[src/pkg/aub_pkg.sv]
// Shared constants and types of the asynchronous serial block
package aub_pkg;
  // Register indices; byte address is four times the index
  localparam logic [15:0] IDX_ASYNC_MODE = 16'hff70;
  localparam logic [15:0] IDX_ERR_STATUS = 16'hff71;
  localparam logic [15:0] IDX_SYNC_MODE = 16'hff72;
  localparam logic [15:0] IDX_BAUD_CTRL = 16'hff73;
  localparam logic [15:0] IDX_RX_BUFFER = 16'hff74;
  localparam logic [15:0] IDX_TX_BUFFER = 16'hff75;
  localparam logic [15:0] IDX_LINE_STATUS = 16'hff76;
  localparam logic [7:0] REG_RESET = 8'h00;
  // Writable bit masks
  localparam logic [7:0] ASYNC_MODE_MASK = 8'hfc;
  localparam logic [7:0] SYNC_MODE_MASK = 8'hcf;
  localparam logic [7:0] BAUD_CTRL_MASK = 8'hf0;
  // Async mode fields
  localparam int AM_TXE = 7;
  localparam int AM_RXE = 6;
  localparam int AM_PS_HI = 5;
  localparam int AM_PS_LO = 4;
  localparam int AM_CL = 3;
  localparam int AM_SL = 2;
  // Sync mode fields
  localparam int SM_CSIE = 7;
  localparam int SM_DIR = 2;
  localparam int SM_CSCK = 1;
  // Error status and line status fields
  localparam int ERR_PE = 2;
  localparam int ERR_FE = 1;
  localparam int ERR_OVE = 0;
  localparam int LS_TX_BUSY = 1;
  localparam int LS_RX_FULL = 0;
  // Baud generator codes, upper nibble of the control register
  localparam int PSC_LSB = 4;
  localparam logic [3:0] PSC_MAX_INT = 4'h7;
  localparam logic [3:0] PSC_EXT = 4'h8;
  localparam logic [8:0] PSC_BASE = 9'h002;
  // Sixteen ticks per bit
  localparam logic [3:0] OVS_MID = 4'h7;
  localparam logic [3:0] OVS_LAST = 4'hf;
  localparam logic [2:0] DLAST_8 = 3'h7;
  localparam logic [2:0] DLAST_7 = 3'h6;
  localparam logic [2:0] BIT_FIRST = 3'h0;
  localparam logic [2:0] STOP_SECOND = 3'h1;
  typedef enum logic [1:0] {
    PAR_NONE = 2'h0,
    PAR_ZERO = 2'h1,
    PAR_ODD = 2'h2,
    PAR_EVEN = 2'h3
  } aub_par_t;
  typedef enum logic [4:0] {
    RX_IDLE = 5'h01,
    RX_START = 5'h02,
    RX_DATA = 5'h04,
    RX_PAR = 5'h08,
    RX_STOP = 5'h10
  } aub_rx_t;
  typedef enum logic [4:0] {
    TX_IDLE = 5'h01,
    TX_START = 5'h02,
    TX_DATA = 5'h04,
    TX_PAR = 5'h08,
    TX_STOP = 5'h10
  } aub_tx_t;
endpackage : aub_pkg

[src/design/aub_uart.sv]
// Asynchronous serial transceiver with baud generator and AHB-Lite registers
// Contract
// - Transmit-only mode sends LSB first on CMOS output; receive pin stays port.
// - Baud pin is clock input only with external source in UART mode.
// - Error status valid in async mode only; reset clears it to zero.
// - Parity error when received parity mismatches configured parity mode.
// - Framing error when stop bit not found at expected position.
// - Receiver checks only one stop bit even with two configured.
// - Overrun error when a reception completes before buffer is read.
// - Until buffer read after overrun, every new reception flags overrun.
// - Prescaler codes 0 to 7 give system clock over 2^n, n 1..8.
// - Code 8 selects external baud pin in UART mode; others prohibited.
// - Internal bit rate is system clock over 2^n over 16.
// - External bit rate is baud pin frequency over 16.
// - Parity codes: none, zero with no check, odd, even.
// - Length bit selects 7 data bits clear, 8 data bits set.
// - Stop length bit makes transmitter send one or two stop bits.
`timescale 1ns/1ns
module aub_uart (
  // Clock and reset
  input wire logic hclk,
  input wire logic hresetn,
  // AHB-Lite slave
  input wire logic hsel,
  input wire logic [31:0] haddr,
  input wire logic [1:0] htrans,
  input wire logic hwrite,
  input wire logic [2:0] hsize,
  input wire logic [31:0] hwdata,
  input wire logic hready,
  output logic [31:0] hrdata,
  output logic hreadyout,
  output logic hresp,
  // Serial pins
  input wire logic serial_rx_pin,
  output logic serial_tx_pin,
  output logic serial_tx_oe,
  input wire logic external_baud_clock_pin,
  // Pin function indication, high when the serial function owns the pin
  output logic rx_pin_serial,
  output logic baud_pin_serial
);
  import aub_pkg::*;

  typedef struct packed {
    logic [7:0] am;
    logic [7:0] sm;
    logic [7:0] brg;
    logic [7:0] err;
    logic [7:0] rxbuf;
    logic rx_full;
    logic [7:0] rdata;
    logic wr_pend;
    logic [15:0] wr_idx;
    aub_rx_t rx_st;
    logic [3:0] rx_ovs;
    logic [2:0] rx_bit;
    logic [7:0] rx_sh;
    logic rx_par;
    aub_tx_t tx_st;
    logic [3:0] tx_ovs;
    logic [2:0] tx_bit;
    logic [7:0] tx_sh;
    logic tx_par;
    logic txd;
    logic tx_oe;
    logic rx_fn;
    logic baud_fn;
    logic hready_q;
  } aub_state_t;

  aub_state_t s;
  aub_state_t next_s;
  logic tick;
  logic uart_mode;
  logic tx_en;
  logic rx_en;
  logic addr_ok;
  logic [15:0] a_idx;
  logic rx_done;
  logic rx_read;
  logic [7:0] rx_data;
  logic par_bad;
  logic stop_bad;
  logic tx_load;
  logic [2:0] rx_last;
  logic [2:0] tx_last;
  aub_par_t pmode;

  function automatic logic [31:0] aub_byte_addr(input logic [15:0] idx);
    return {14'h0000, idx, 2'b00};
  endfunction : aub_byte_addr

  // Parity bit that the configured mode expects for a character
  function automatic logic aub_parity(input aub_par_t m, input logic [7:0] d);
    logic p;
    p = 1'b0;
    if (m == PAR_ODD) begin
      p = ~(^d);
    end else if (m == PAR_EVEN) begin
      p = ^d;
    end
    return p;
  endfunction : aub_parity

  aub_baud_gen u_baud (
    .hclk(hclk),
    .hresetn(hresetn),
    .prescaler_code(s.brg[PSC_LSB+3:PSC_LSB]),
    .uart_mode(uart_mode),
    .external_baud_clock_pin(external_baud_clock_pin),
    .tick(tick)
  );

  always_comb begin
    next_s = s;
    pmode = aub_par_t'({s.am[AM_PS_HI], s.am[AM_PS_LO]});
    uart_mode = ~s.sm[SM_CSIE] & (s.am[AM_TXE] | s.am[AM_RXE]);
    tx_en = s.am[AM_TXE] & ~s.sm[SM_CSIE];
    rx_en = s.am[AM_RXE] & ~s.sm[SM_CSIE];
    rx_last = s.am[AM_CL] ? DLAST_8 : DLAST_7;
    tx_last = rx_last;
    rx_data = s.am[AM_CL] ? s.rx_sh : {1'b0, s.rx_sh[7:1]};
    par_bad = (pmode == PAR_ODD || pmode == PAR_EVEN)
      && (aub_parity(pmode, rx_data) != s.rx_par);
    stop_bad = ~serial_rx_pin;
    rx_done = 1'b0;
    tx_load = 1'b0;
    next_s.hready_q = 1'b1;
    // Bus address phase
    a_idx = haddr[17:2];
    addr_ok = hsel && hready && htrans[1];
    next_s.wr_pend = 1'b0;
    rx_read = 1'b0;
    if (addr_ok) begin
      next_s.rdata = 8'h00;
      if (hwrite) begin
        next_s.wr_pend = 1'b1;
        next_s.wr_idx = a_idx;
      end
      if (haddr != aub_byte_addr(a_idx)) begin
        next_s.wr_pend = 1'b0;
      end else if (!hwrite) begin
        unique case (a_idx)
          IDX_ASYNC_MODE: next_s.rdata = s.am;
          IDX_ERR_STATUS: next_s.rdata = s.err;
          IDX_SYNC_MODE: next_s.rdata = s.sm;
          IDX_BAUD_CTRL: next_s.rdata = s.brg & BAUD_CTRL_MASK;
          IDX_RX_BUFFER: begin
            next_s.rdata = s.rxbuf;
            rx_read = 1'b1;
          end
          IDX_LINE_STATUS: begin
            next_s.rdata[LS_TX_BUSY] = (s.tx_st != TX_IDLE);
            next_s.rdata[LS_RX_FULL] = s.rx_full;
          end
          default: next_s.rdata = 8'h00;
        endcase
      end
    end
    if (rx_read) begin
      next_s.rx_full = 1'b0;
    end
    // Bus data phase writes
    if (s.wr_pend) begin
      unique case (s.wr_idx)
        IDX_ASYNC_MODE: next_s.am = hwdata[7:0] & ASYNC_MODE_MASK;
        IDX_SYNC_MODE: next_s.sm = hwdata[7:0] & SYNC_MODE_MASK;
        IDX_BAUD_CTRL: next_s.brg = hwdata[7:0] & BAUD_CTRL_MASK;
        IDX_TX_BUFFER: tx_load = (s.tx_st == TX_IDLE) && tx_en;
        default: next_s.rdata = next_s.rdata;
      endcase
    end
    // Receiver
    unique case (s.rx_st)
      RX_IDLE: begin
        if (rx_en && tick && !serial_rx_pin) begin
          next_s.rx_st = RX_START;
          next_s.rx_ovs = 4'h0;
        end
      end
      RX_START: begin
        if (tick) begin
          next_s.rx_ovs = s.rx_ovs + 4'h1;
          if (s.rx_ovs == OVS_MID) begin
            // A glitch shorter than half a bit is not a start
            next_s.rx_st = serial_rx_pin ? RX_IDLE : RX_DATA;
            next_s.rx_ovs = 4'h0;
            next_s.rx_bit = BIT_FIRST;
          end
        end
      end
      RX_DATA: begin
        if (tick) begin
          next_s.rx_ovs = s.rx_ovs + 4'h1;
          if (s.rx_ovs == OVS_LAST) begin
            next_s.rx_sh = {serial_rx_pin, s.rx_sh[7:1]};
            next_s.rx_bit = s.rx_bit + 3'h1;
            if (s.rx_bit == rx_last) begin
              next_s.rx_st = (pmode == PAR_NONE) ? RX_STOP : RX_PAR;
            end
          end
        end
      end
      RX_PAR: begin
        if (tick) begin
          next_s.rx_ovs = s.rx_ovs + 4'h1;
          if (s.rx_ovs == OVS_LAST) begin
            next_s.rx_par = serial_rx_pin;
            next_s.rx_st = RX_STOP;
          end
        end
      end
      RX_STOP: begin
        if (tick) begin
          next_s.rx_ovs = s.rx_ovs + 4'h1;
          if (s.rx_ovs == OVS_LAST) begin
            // One stop bit sampled; a second one is never checked
            rx_done = 1'b1;
            next_s.rx_st = RX_IDLE;
          end
        end
      end
    endcase
    if (!rx_en) begin
      next_s.rx_st = RX_IDLE;
    end
    if (rx_done) begin
      next_s.rxbuf = rx_data;
      next_s.rx_full = 1'b1;
      if (uart_mode) begin
        next_s.err[ERR_PE] = par_bad;
        next_s.err[ERR_FE] = stop_bad;
        next_s.err[ERR_OVE] = s.rx_full;
      end
    end
    // Transmitter, LSB first
    unique case (s.tx_st)
      TX_IDLE: begin
        next_s.txd = 1'b1;
        if (tx_load) begin
          next_s.tx_sh = hwdata[7:0];
          next_s.tx_par = aub_parity(pmode, s.am[AM_CL] ? hwdata[7:0]
            : {1'b0, hwdata[6:0]});
          next_s.tx_st = TX_START;
          next_s.tx_ovs = 4'h0;
          next_s.txd = 1'b0;
        end
      end
      TX_START: begin
        if (tick) begin
          next_s.tx_ovs = s.tx_ovs + 4'h1;
          if (s.tx_ovs == OVS_LAST) begin
            next_s.tx_st = TX_DATA;
            next_s.tx_bit = BIT_FIRST;
            next_s.txd = s.tx_sh[0];
          end
        end
      end
      TX_DATA: begin
        if (tick) begin
          next_s.tx_ovs = s.tx_ovs + 4'h1;
          if (s.tx_ovs == OVS_LAST) begin
            next_s.tx_sh = {1'b0, s.tx_sh[7:1]};
            next_s.tx_bit = s.tx_bit + 3'h1;
            next_s.txd = s.tx_sh[1];
            if (s.tx_bit == tx_last) begin
              next_s.tx_bit = BIT_FIRST;
              next_s.tx_st = (pmode == PAR_NONE) ? TX_STOP : TX_PAR;
              next_s.txd = (pmode == PAR_NONE) ? 1'b1 : s.tx_par;
            end
          end
        end
      end
      TX_PAR: begin
        if (tick) begin
          next_s.tx_ovs = s.tx_ovs + 4'h1;
          if (s.tx_ovs == OVS_LAST) begin
            next_s.tx_st = TX_STOP;
            next_s.txd = 1'b1;
          end
        end
      end
      TX_STOP: begin
        if (tick) begin
          next_s.tx_ovs = s.tx_ovs + 4'h1;
          if (s.tx_ovs == OVS_LAST) begin
            next_s.tx_bit = s.tx_bit + 3'h1;
            if (!s.am[AM_SL] || s.tx_bit == STOP_SECOND) begin
              next_s.tx_st = TX_IDLE;
            end
          end
        end
      end
    endcase
    if (!tx_en) begin
      next_s.tx_st = TX_IDLE;
      next_s.txd = 1'b1;
    end
    // Pin ownership
    next_s.tx_oe = tx_en;
    next_s.rx_fn = rx_en;
    next_s.baud_fn = uart_mode
      && (s.brg[PSC_LSB+3:PSC_LSB] == PSC_EXT);
  end

  always_ff @(posedge hclk or negedge hresetn) begin
    if (!hresetn) begin
      s <= '0;
      s.am <= REG_RESET;
      s.sm <= REG_RESET;
      s.brg <= REG_RESET;
      s.err <= REG_RESET;
      s.rx_st <= RX_IDLE;
      s.tx_st <= TX_IDLE;
      s.txd <= 1'b1;
    end else begin
      s <= next_s;
    end
  end

  assign hrdata = {24'h000000, s.rdata};
  assign hreadyout = s.hready_q;
  assign hresp = 1'b0;
  assign serial_tx_pin = s.txd;
  assign serial_tx_oe = s.tx_oe;
  assign rx_pin_serial = s.rx_fn;
  assign baud_pin_serial = s.baud_fn;

  AST_OVERRUN: assert property (@(posedge hclk) disable iff (!hresetn)
    rx_done && uart_mode && s.rx_full |=> s.err[ERR_OVE] && s.rx_full)
    else $error("overrun not flagged");
  AST_NO_OVERRUN: assert property (@(posedge hclk) disable iff (!hresetn)
    rx_done && uart_mode && !s.rx_full |=> !s.err[ERR_OVE])
    else $error("overrun flagged with empty buffer");
  AST_FRAMING: assert property (@(posedge hclk) disable iff (!hresetn)
    rx_done && uart_mode |=> s.err[ERR_FE] == $past(stop_bad))
    else $error("framing flag does not follow stop sample");
  AST_PARITY_OFF: assert property (@(posedge hclk) disable iff (!hresetn)
    rx_done && uart_mode && !pmode[1] |=> !s.err[ERR_PE])
    else $error("parity error without parity check");
  AST_BUF_KEPT: assert property (@(posedge hclk) disable iff (!hresetn)
    rx_done |=> s.rxbuf == $past(rx_data) && s.rx_full)
    else $error("received character not stored");
  AST_ONE_STOP: assert property (@(posedge hclk) disable iff (!hresetn)
    (s.rx_st == RX_STOP) && tick && (s.rx_ovs == OVS_LAST)
    |=> s.rx_st == RX_IDLE)
    else $error("receiver waits for a second stop bit");
  AST_BRG_LOW: assert property (@(posedge hclk) disable iff (!hresetn)
    (s.brg & ~BAUD_CTRL_MASK) == 8'h00 && hrdata[31:8] == 24'h000000)
    else $error("unused bits read nonzero");
  AST_BAUD_PIN: assert property (@(posedge hclk) disable iff (!hresetn)
    baud_pin_serial |-> $past(uart_mode)
    && $past(s.brg[PSC_LSB+3:PSC_LSB]) == PSC_EXT)
    else $error("baud pin taken without external source");
  AST_TX_OE: assert property (@(posedge hclk) disable iff (!hresetn)
    ##1 serial_tx_oe == $past(tx_en) && (rx_pin_serial == $past(rx_en)))
    else $error("pin ownership wrong");
  AST_TX_START: assert property (@(posedge hclk) disable iff (!hresetn)
    tx_load |=> !serial_tx_pin && s.tx_st == TX_START)
    else $error("start bit not driven");
  AST_ERR_HOLD: assert property (@(posedge hclk) disable iff (!hresetn)
    !rx_done |=> $stable(s.err))
    else $error("error status changed between characters");

  CVR_OVERRUN: cover property (@(posedge hclk) disable iff (!hresetn)
    rx_done && s.rx_full);
  CVR_FRAMING: cover property (@(posedge hclk) disable iff (!hresetn)
    rx_done && stop_bad);
  CVR_PARITY: cover property (@(posedge hclk) disable iff (!hresetn)
    rx_done && par_bad);
  CVR_TWO_STOP: cover property (@(posedge hclk) disable iff (!hresetn)
    (s.tx_st == TX_STOP) && s.am[AM_SL] && (s.tx_bit == STOP_SECOND));
endmodule : aub_uart

[src/design/aub_baud_gen.sv]
// Baud tick generator: sixteen ticks per bit from prescaler or pin
`timescale 1ns/1ns
module aub_baud_gen (
  // Clock and reset
  input wire logic hclk,
  input wire logic hresetn,
  // Configuration
  input wire logic [3:0] prescaler_code,
  input wire logic uart_mode,
  // External baud clock pin
  input wire logic external_baud_clock_pin,
  // Oversampling tick
  output logic tick
);
  import aub_pkg::*;

  typedef struct packed {
    logic [7:0] cnt;
    logic ext_q;
    logic tick;
  } aub_bg_state_t;

  aub_bg_state_t s;
  aub_bg_state_t next_s;
  logic [7:0] limit;
  logic ext_rise;

  // Low n bits all ones marks the end of a 2^n period
  function automatic logic [7:0] aub_limit(input logic [3:0] code);
    logic [8:0] v;
    v = (PSC_BASE << code[2:0]) - 9'h001;
    return v[7:0];
  endfunction : aub_limit

  always_comb begin
    next_s = s;
    limit = aub_limit(prescaler_code);
    ext_rise = external_baud_clock_pin & ~s.ext_q;
    next_s.cnt = s.cnt + 8'h01;
    next_s.ext_q = external_baud_clock_pin;
    next_s.tick = 1'b0;
    if (prescaler_code <= PSC_MAX_INT) begin
      next_s.tick = ((s.cnt & limit) == limit);
    end else if (prescaler_code == PSC_EXT && uart_mode) begin
      // Pin edge only in UART mode; other codes give no clock
      next_s.tick = ext_rise;
    end
  end

  always_ff @(posedge hclk or negedge hresetn) begin
    if (!hresetn) begin
      s <= '0;
    end else begin
      s <= next_s;
    end
  end

  assign tick = s.tick;

  // Code must hold over the whole period; the counter runs free, so a rewrite keeps the phase
  AST_TICK_N2: assert property (@(posedge hclk) disable iff (!hresetn)
    (prescaler_code == 4'h1) && $stable(prescaler_code) && tick
    ##1 (prescaler_code == 4'h1) [*3]
    |-> ##1 (tick && !$past(tick) && !$past(tick, 2)
    && !$past(tick, 3)))
    else $error("n=2 tick period is not four cycles");
  AST_EXT_TICK: assert property (@(posedge hclk) disable iff (!hresetn)
    (prescaler_code == PSC_EXT) && uart_mode && ext_rise |=> tick)
    else $error("external pin edge gave no tick");
  AST_PROHIBITED: assert property (@(posedge hclk) disable iff (!hresetn)
    (prescaler_code > PSC_EXT) && $stable(prescaler_code) |=> !tick)
    else $error("prohibited prescaler code produced a tick");
  CVR_EXT: cover property (@(posedge hclk) disable iff (!hresetn)
    (prescaler_code == PSC_EXT) && tick);
endmodule : aub_baud_gen

[config.mk]
export PLATFORM = sky130hd
export DESIGN_NAME = aub_uart
export DESIGN_NICKNAME = d
export VERILOG_FILES = /design/src/pkg/aub_pkg.sv /design/src/design/aub_uart.sv /design/src/design/aub_baud_gen.sv
export SDC_FILE = /design/constraint.sdc
export NUM_CORES = 1
export LEC_CHECK = 0
export BUFFER_PORTS_ARGS = -buffer_cell sky130_fd_sc_hd__buf_4
export CAP_MARGIN = 20
export CORE_MARGIN = 1.5
export CORE_UTILIZATION = 50
export CTS_CLUSTER_SIZE = 24
export DETAILED_ROUTE_END_ITERATION = 8
export GPL_TIMING_DRIVEN = 0
export PLACE_DENSITY = 0.73
export SETUP_SLACK_MARGIN = 0.15
export SLEW_MARGIN = 20
export SYNTH_ARGS = -nofsm -noshare
export SYNTH_HDL_FRONTEND = slang
export SYNTH_SLANG_ARGS = --single-unit
[constraint.sdc]
create_clock -name hclk -period 2.82 [get_ports hclk]
set_input_delay 0.564 -clock hclk [delete_from_list [all_inputs] [get_ports hclk]]
set_output_delay 0.564 -clock hclk [all_outputs]
set_load 0.01 [all_outputs]
### Yosys cells after proc, flatten, opt, wreduce, memory -nomap -nowiden

Cells that the tools add are included.

| word-level totals | value |
|---|---|
| flip-flop bits (word level) | 110 |
| input port bits | 76 |
| output and inout port bits | 38 |
| logic and storage cells | 223 |

| cells by class | value |
|---|---|
| $add $sub $neg | 6 |
| magnitude comparators | 1 |
| eq/ne operators | 69 |
| shifts and indexed selects | 1 |
| multiplexer cells | 73 |
| bitwise logic cells | 11 |
| reduce and logical (&&, ||, !) cells | 35 |

Operators with widths:

| operator | number |
|---|---|
| equality test 16 bit (second input constant) | 10 |
| one-hot mux 9 bit (5 select lines) | 2 |
| 2-to-1 mux 5 bit | 13 |
| 2-to-1 mux 12 bit | 4 |
| 2-to-1 mux 9 bit | 5 |
| 2-to-1 mux 20 bit | 2 |
| != test 3 bit (second input constant) | 13 |
| 2-to-1 mux 17 bit | 2 |
| 2-to-1 mux 8 bit | 4 |
| one-hot mux 6 bit (5 select lines) | 1 |
| 2-to-1 mux 1 bit | 28 |
| != test 3 x 2 -> 1 bit (second input constant) | 8 |
| 2-to-1 mux 11 bit | 2 |
| != test 2 x 1 -> 1 bit (second input constant) | 8 |
| one-hot mux 8 bit (2 select lines) | 1 |
| nonzero test 16 bit | 1 |
| XOR reduction 8 bit | 2 |
| AND reduction 5 bit | 3 |
| != test 2 bit (second input constant) | 7 |
| AND reduction 7 bit | 2 |
| equality test 4 bit (second input constant) | 3 |
| 2-to-1 mux 3 bit | 4 |
| AND reduction 2 bit | 6 |
| AND reduction 11 bit | 1 |
| other kinds (36) | 64 |

### Logic depth before layout (Yosys ltp)

| depth | value |
|---|---|
| depth after elaboration | 8 |
| depth in mapped cells | 8 |
| mapped depth without buffers | 7 |

### By module

Synthesis repeated with hierarchy kept, for this count alone.

| unflattened totals | value |
|---|---|
| cell total of the unflattened synthesis | 568 |
| area, all modules | 6028.3 um^2 |

Modules (own cells, without submodules):

| module | instances | cells each | area each (um^2) | sequential area each (um^2) |
|---|---|---|---|---|
| aub_uart | 1 | 517 | 5487.8 | 2506.2 |
| aub_baud_gen | 1 | 51 | 540.5 | 250.2 |

### Worst setup path before layout

No wires, ideal clock.

| path | value |
|---|---|
| path type | reg2reg |
| start | register s[54] (netlist bit) |
| end | register s[100] (netlist bit) |
| setup time | 125 ps |
| arrival time | 1893 ps |
| required time | 2695 ps |
| path slack | 802 ps |
| stages on the path, launching flop included | 6 |
| path buffers | 1 |
| clock period less this slack | 2018 ps |
| cell sequence | dfrtp_1 -> nand4b_1 -> or4_1 -> buf_2 -> nor4b_4 -> mux2_2 |

| on the way | value |
|---|---|
| word-level cells in the longest chain between the ends | 2 |

Ends and longest elaborated chain:

| what | line | source |
|---|---|---|
| start: declaration | aub_uart.sv:72 | `aub_state_t s;` |
| start signal: assignment | aub_uart.sv:318 | `s <= next_s;` |
| equality test 16 bit | aub_uart.sv:166 | `unique case (s.wr_idx)` |
| AND reduction 2 bit (no source line) | n/a |  |

No other way between the ends.
A chain may end at the register's enable or synchronous reset.

### Worst setup path in the final report

| path | value |
|---|---|
| start | register s[22] (netlist bit) |
| end | register s[12] (netlist bit) |

| on the way | value |
|---|---|
| word-level cells in the longest chain between the ends | 6 |
| elaborated cells on any way between the ends | 11 |
| those cells by class | eq/ne: 5; mux: 3; reduce/logical: 3 |

Ends and longest elaborated chain:

| what | line | source |
|---|---|---|
| equality test 5 x 1 -> 1 bit | aub_uart.sv:170, aub_uart.sv:238 |  |
| logical AND 1 bit | aub_uart.sv:170 | `IDX_TX_BUFFER: tx_load = (s.tx_st == TX_IDLE) && tx_en;` |
| 2-to-1 mux 1 bit | aub_uart.sv:166 |  |
| 2-to-1 mux 1 bit | aub_uart.sv:165 | `if (s.wr_pend) begin` |
| != test 2 bit (no source line) | n/a |  |
| AND reduction 4 bit (no source line) | n/a |  |

Parallel ways exist; a longest one is shown, timed or not.

==> run summary <==
Synth Warn #: 0
Clock Tree Root: clkbuf_16
Post-route DRC: 0
max cap viols: 0
CTS H-Tree Depth: 3
cts repair resizes: 0
CTS tree: yes
fin nets: 745
Worst-path clk slew: 0.07 ns
Data arrival, critical path: 2.67 ns
Die Area: 12400 um^2
core box area: 11400 um^2
share of cells above drive strength 1: 25.2%
Multi-input gate area: 2810 um^2
relative max-transition margin: 35.2%
post-synthesis sequential area ratio: 47.0%
Vias/cell: 5.53
# IOs: 114
Die X: 111 um
final std cells w/o fill: 810
Layout area overhead: 17.6%
ANT cells: 0
clock latency on the worst-skew pair: 0.35 ns
Initial Util: 51.4%
Layout Skew: 0.00753 ns
final instance area: 6900 um^2
max frequency: 0.418 GHz
Sink Count: 110
setup slack after layout: 0.428 ns
final slew viol count: 0
status: finished, final reports clean
Most used DFF post-synth: dfrtp_1
post-synth top area cell: dfrtp_1
synthesized instance count: 567
power per cell area: 549 nW/um^2
DP HPWL: 9250 um
RSZ-0062 raised after global routing: false
first-pass GRT wire length: 21600 um
synth cell count leaders: dfrtp_1, mux2_2, nand2_1
Synth top area share: 45.7%
DP Cell Count: 794
Final TNS setup: 0 ns
Yosys reg bits: 110
cell area after synthesis: 5860 um^2
Async SR Flop Fraction: 100%
Port-buffer cells: 60
Max Root-Sink Buffers: 2
WL/cell: 15.6 um
register area: 2760 um^2
routed wire length: 12700 um
Max FO, Critical Path: 10
Crit Path Class: reg -> reg
Tcrit/Tclk final: 84.8%
Final GP Congestion: 0.890
Worst Tran Pin Value: 0.972 ns
CP endpoint kind: flip-flop
cts hold-fix bufs: 0
vias after detailed routing: 4478
vias in the first global route: 4437
GRT overflow: 0
Die Y: 111 um
Filler cells: 947
Hold Vio Cnt, Final: 0
Rows: 39
Final setup viols: 0
DRT antenna net count: 0
worst slack, placed: 0.447 ns
Final Critical Period: 2.39 ns
most numerous cell in the Yosys netlist: dfrtp_1
syn_area_per_cell: 10.3 um^2
GRT Total Usage: 21.4%
Synth cell types: 59
Startpoint Class: flip-flop
Post-CTS Setup Inserts: 0
final hold slack: 0.337 ns
Lkg Pwr: 3.24 nW
Area contributors post-synth: dfrtp_1, mux2_2, buf_4
Max IR drop VDD: 0.000480 V
placed cell areas: 6590 um^2
pin count of the biggest net entering global routing: 111
initial antenna violation count: 0
DRT iter0 DRCs: 265
Pre-antenna DRT Iters: 4
Post-synth EDFFs: 0
Num CTS Buffers: 9
Worst Hold Class: in -> reg
Total Power: 3.79 mW
Req. time, crit path: 3.10 ns
final core utilization: 60.4%
-- critical path, cell delays in order, from the launching register on --
cell,delay [ns]
dfrtp_1,0.36
clkbuf_1,0.21
nor2_1,0.24
and3_1,0.27
nand4_1,0.36
a21oi_1,0.63
a221o_1,0.25
-- sequential cells by signal (all words and copies together), names as in the netlist --
| signal | count |
|---|---|
| hreadyout | 1 |
| rx_pin_serial | 1 |
| s | 85 |
| u_baud.tick | 1 |
| hrdata | 8 |
| u_baud.s | 9 |
| baud_pin_serial | 1 |
| serial_tx_oe | 1 |
| serial_tx_pin | 1 |
| pmode | 2 |
-- cell type report --
class | count | share of cell area [%]
plain buffers | 53 | 4.75
clock buffers | 13 | 3.48
clock inverters | 3 | 0.998
inverters | 15 | 0.816
multi-input cells | 413 | 40.8
flip-flops and latches | 110 | 40.0
well taps | 143 | 2.59
repair buffers | 60 | 6.59
-- power breakdown --
part	total, mW	switching (mW)	internal, mW
sequential	1.76	0.0726	1.68
combinational	0.699	0.391	0.308
clock	1.33	0.548	0.784
total	3.79	1.01	2.78
-- cell usage in the layout, fill, tap and decap left out, types with 9 or more instances in the layout --
cell	instances
nor2b_1	10
nand3_1	21
nand4_1	11
nor2_1	38
clkbuf_1	17
inv_1	14
mux2_2	44
xnor2_1	22
conb_1	26
mux2i_1	20
clkbuf_16	9
nand2_1	44
and3_1	13
a21oi_1	20
o21ai_0	28
a22o_1	12
buf_4	92
dfrtp_1	107
-- layer usage --
| layer | wire length, um | track usage [%] |
|---|---|---|
| met1 | 5690 | 28.4 |
| met2 | 6240 | 35.8 |
| met3 | 559 | 4.48 |
| met4 | 165 | 6.08 |
| met5 | 0 | 0 |
-- cell families (layout without fill, tap and decap cells) --
family,count (synthesis),in the layout,synth area share [%]
other,2,26,0.128
buffers and inverters,68,144,6.55
adders and majority gates,7,7,1.49
xor gates and xnor gates,28,28,4.18
DFF,110,110,47.0
muxes,64,64,11.9
AOI/OAI and AO/OA,102,102,11.9
and+or+nand+nor,186,186,16.9
-- path summary, 6_finish.rpt --
check | from | endpoint | slack, ns | depth (start not counted)
worst max register to register | s[22] | s[12] | 0.43 | 6
worst max-delay path | s[22] | s[12] | 0.43 | 6
worst min-delay path | external_baud_clock_pin | u_baud.s[1] | 0.34 | 1
max in group asynchronous | hresetn | s[76] | 1.83 | 1
worst min register to register | u_baud.s[8] | u_baud.s[8] | 0.49 | 1
min in group asynchronous | hresetn | s[62] | 0.35 | 1
(Power assumes the default switching activity.)
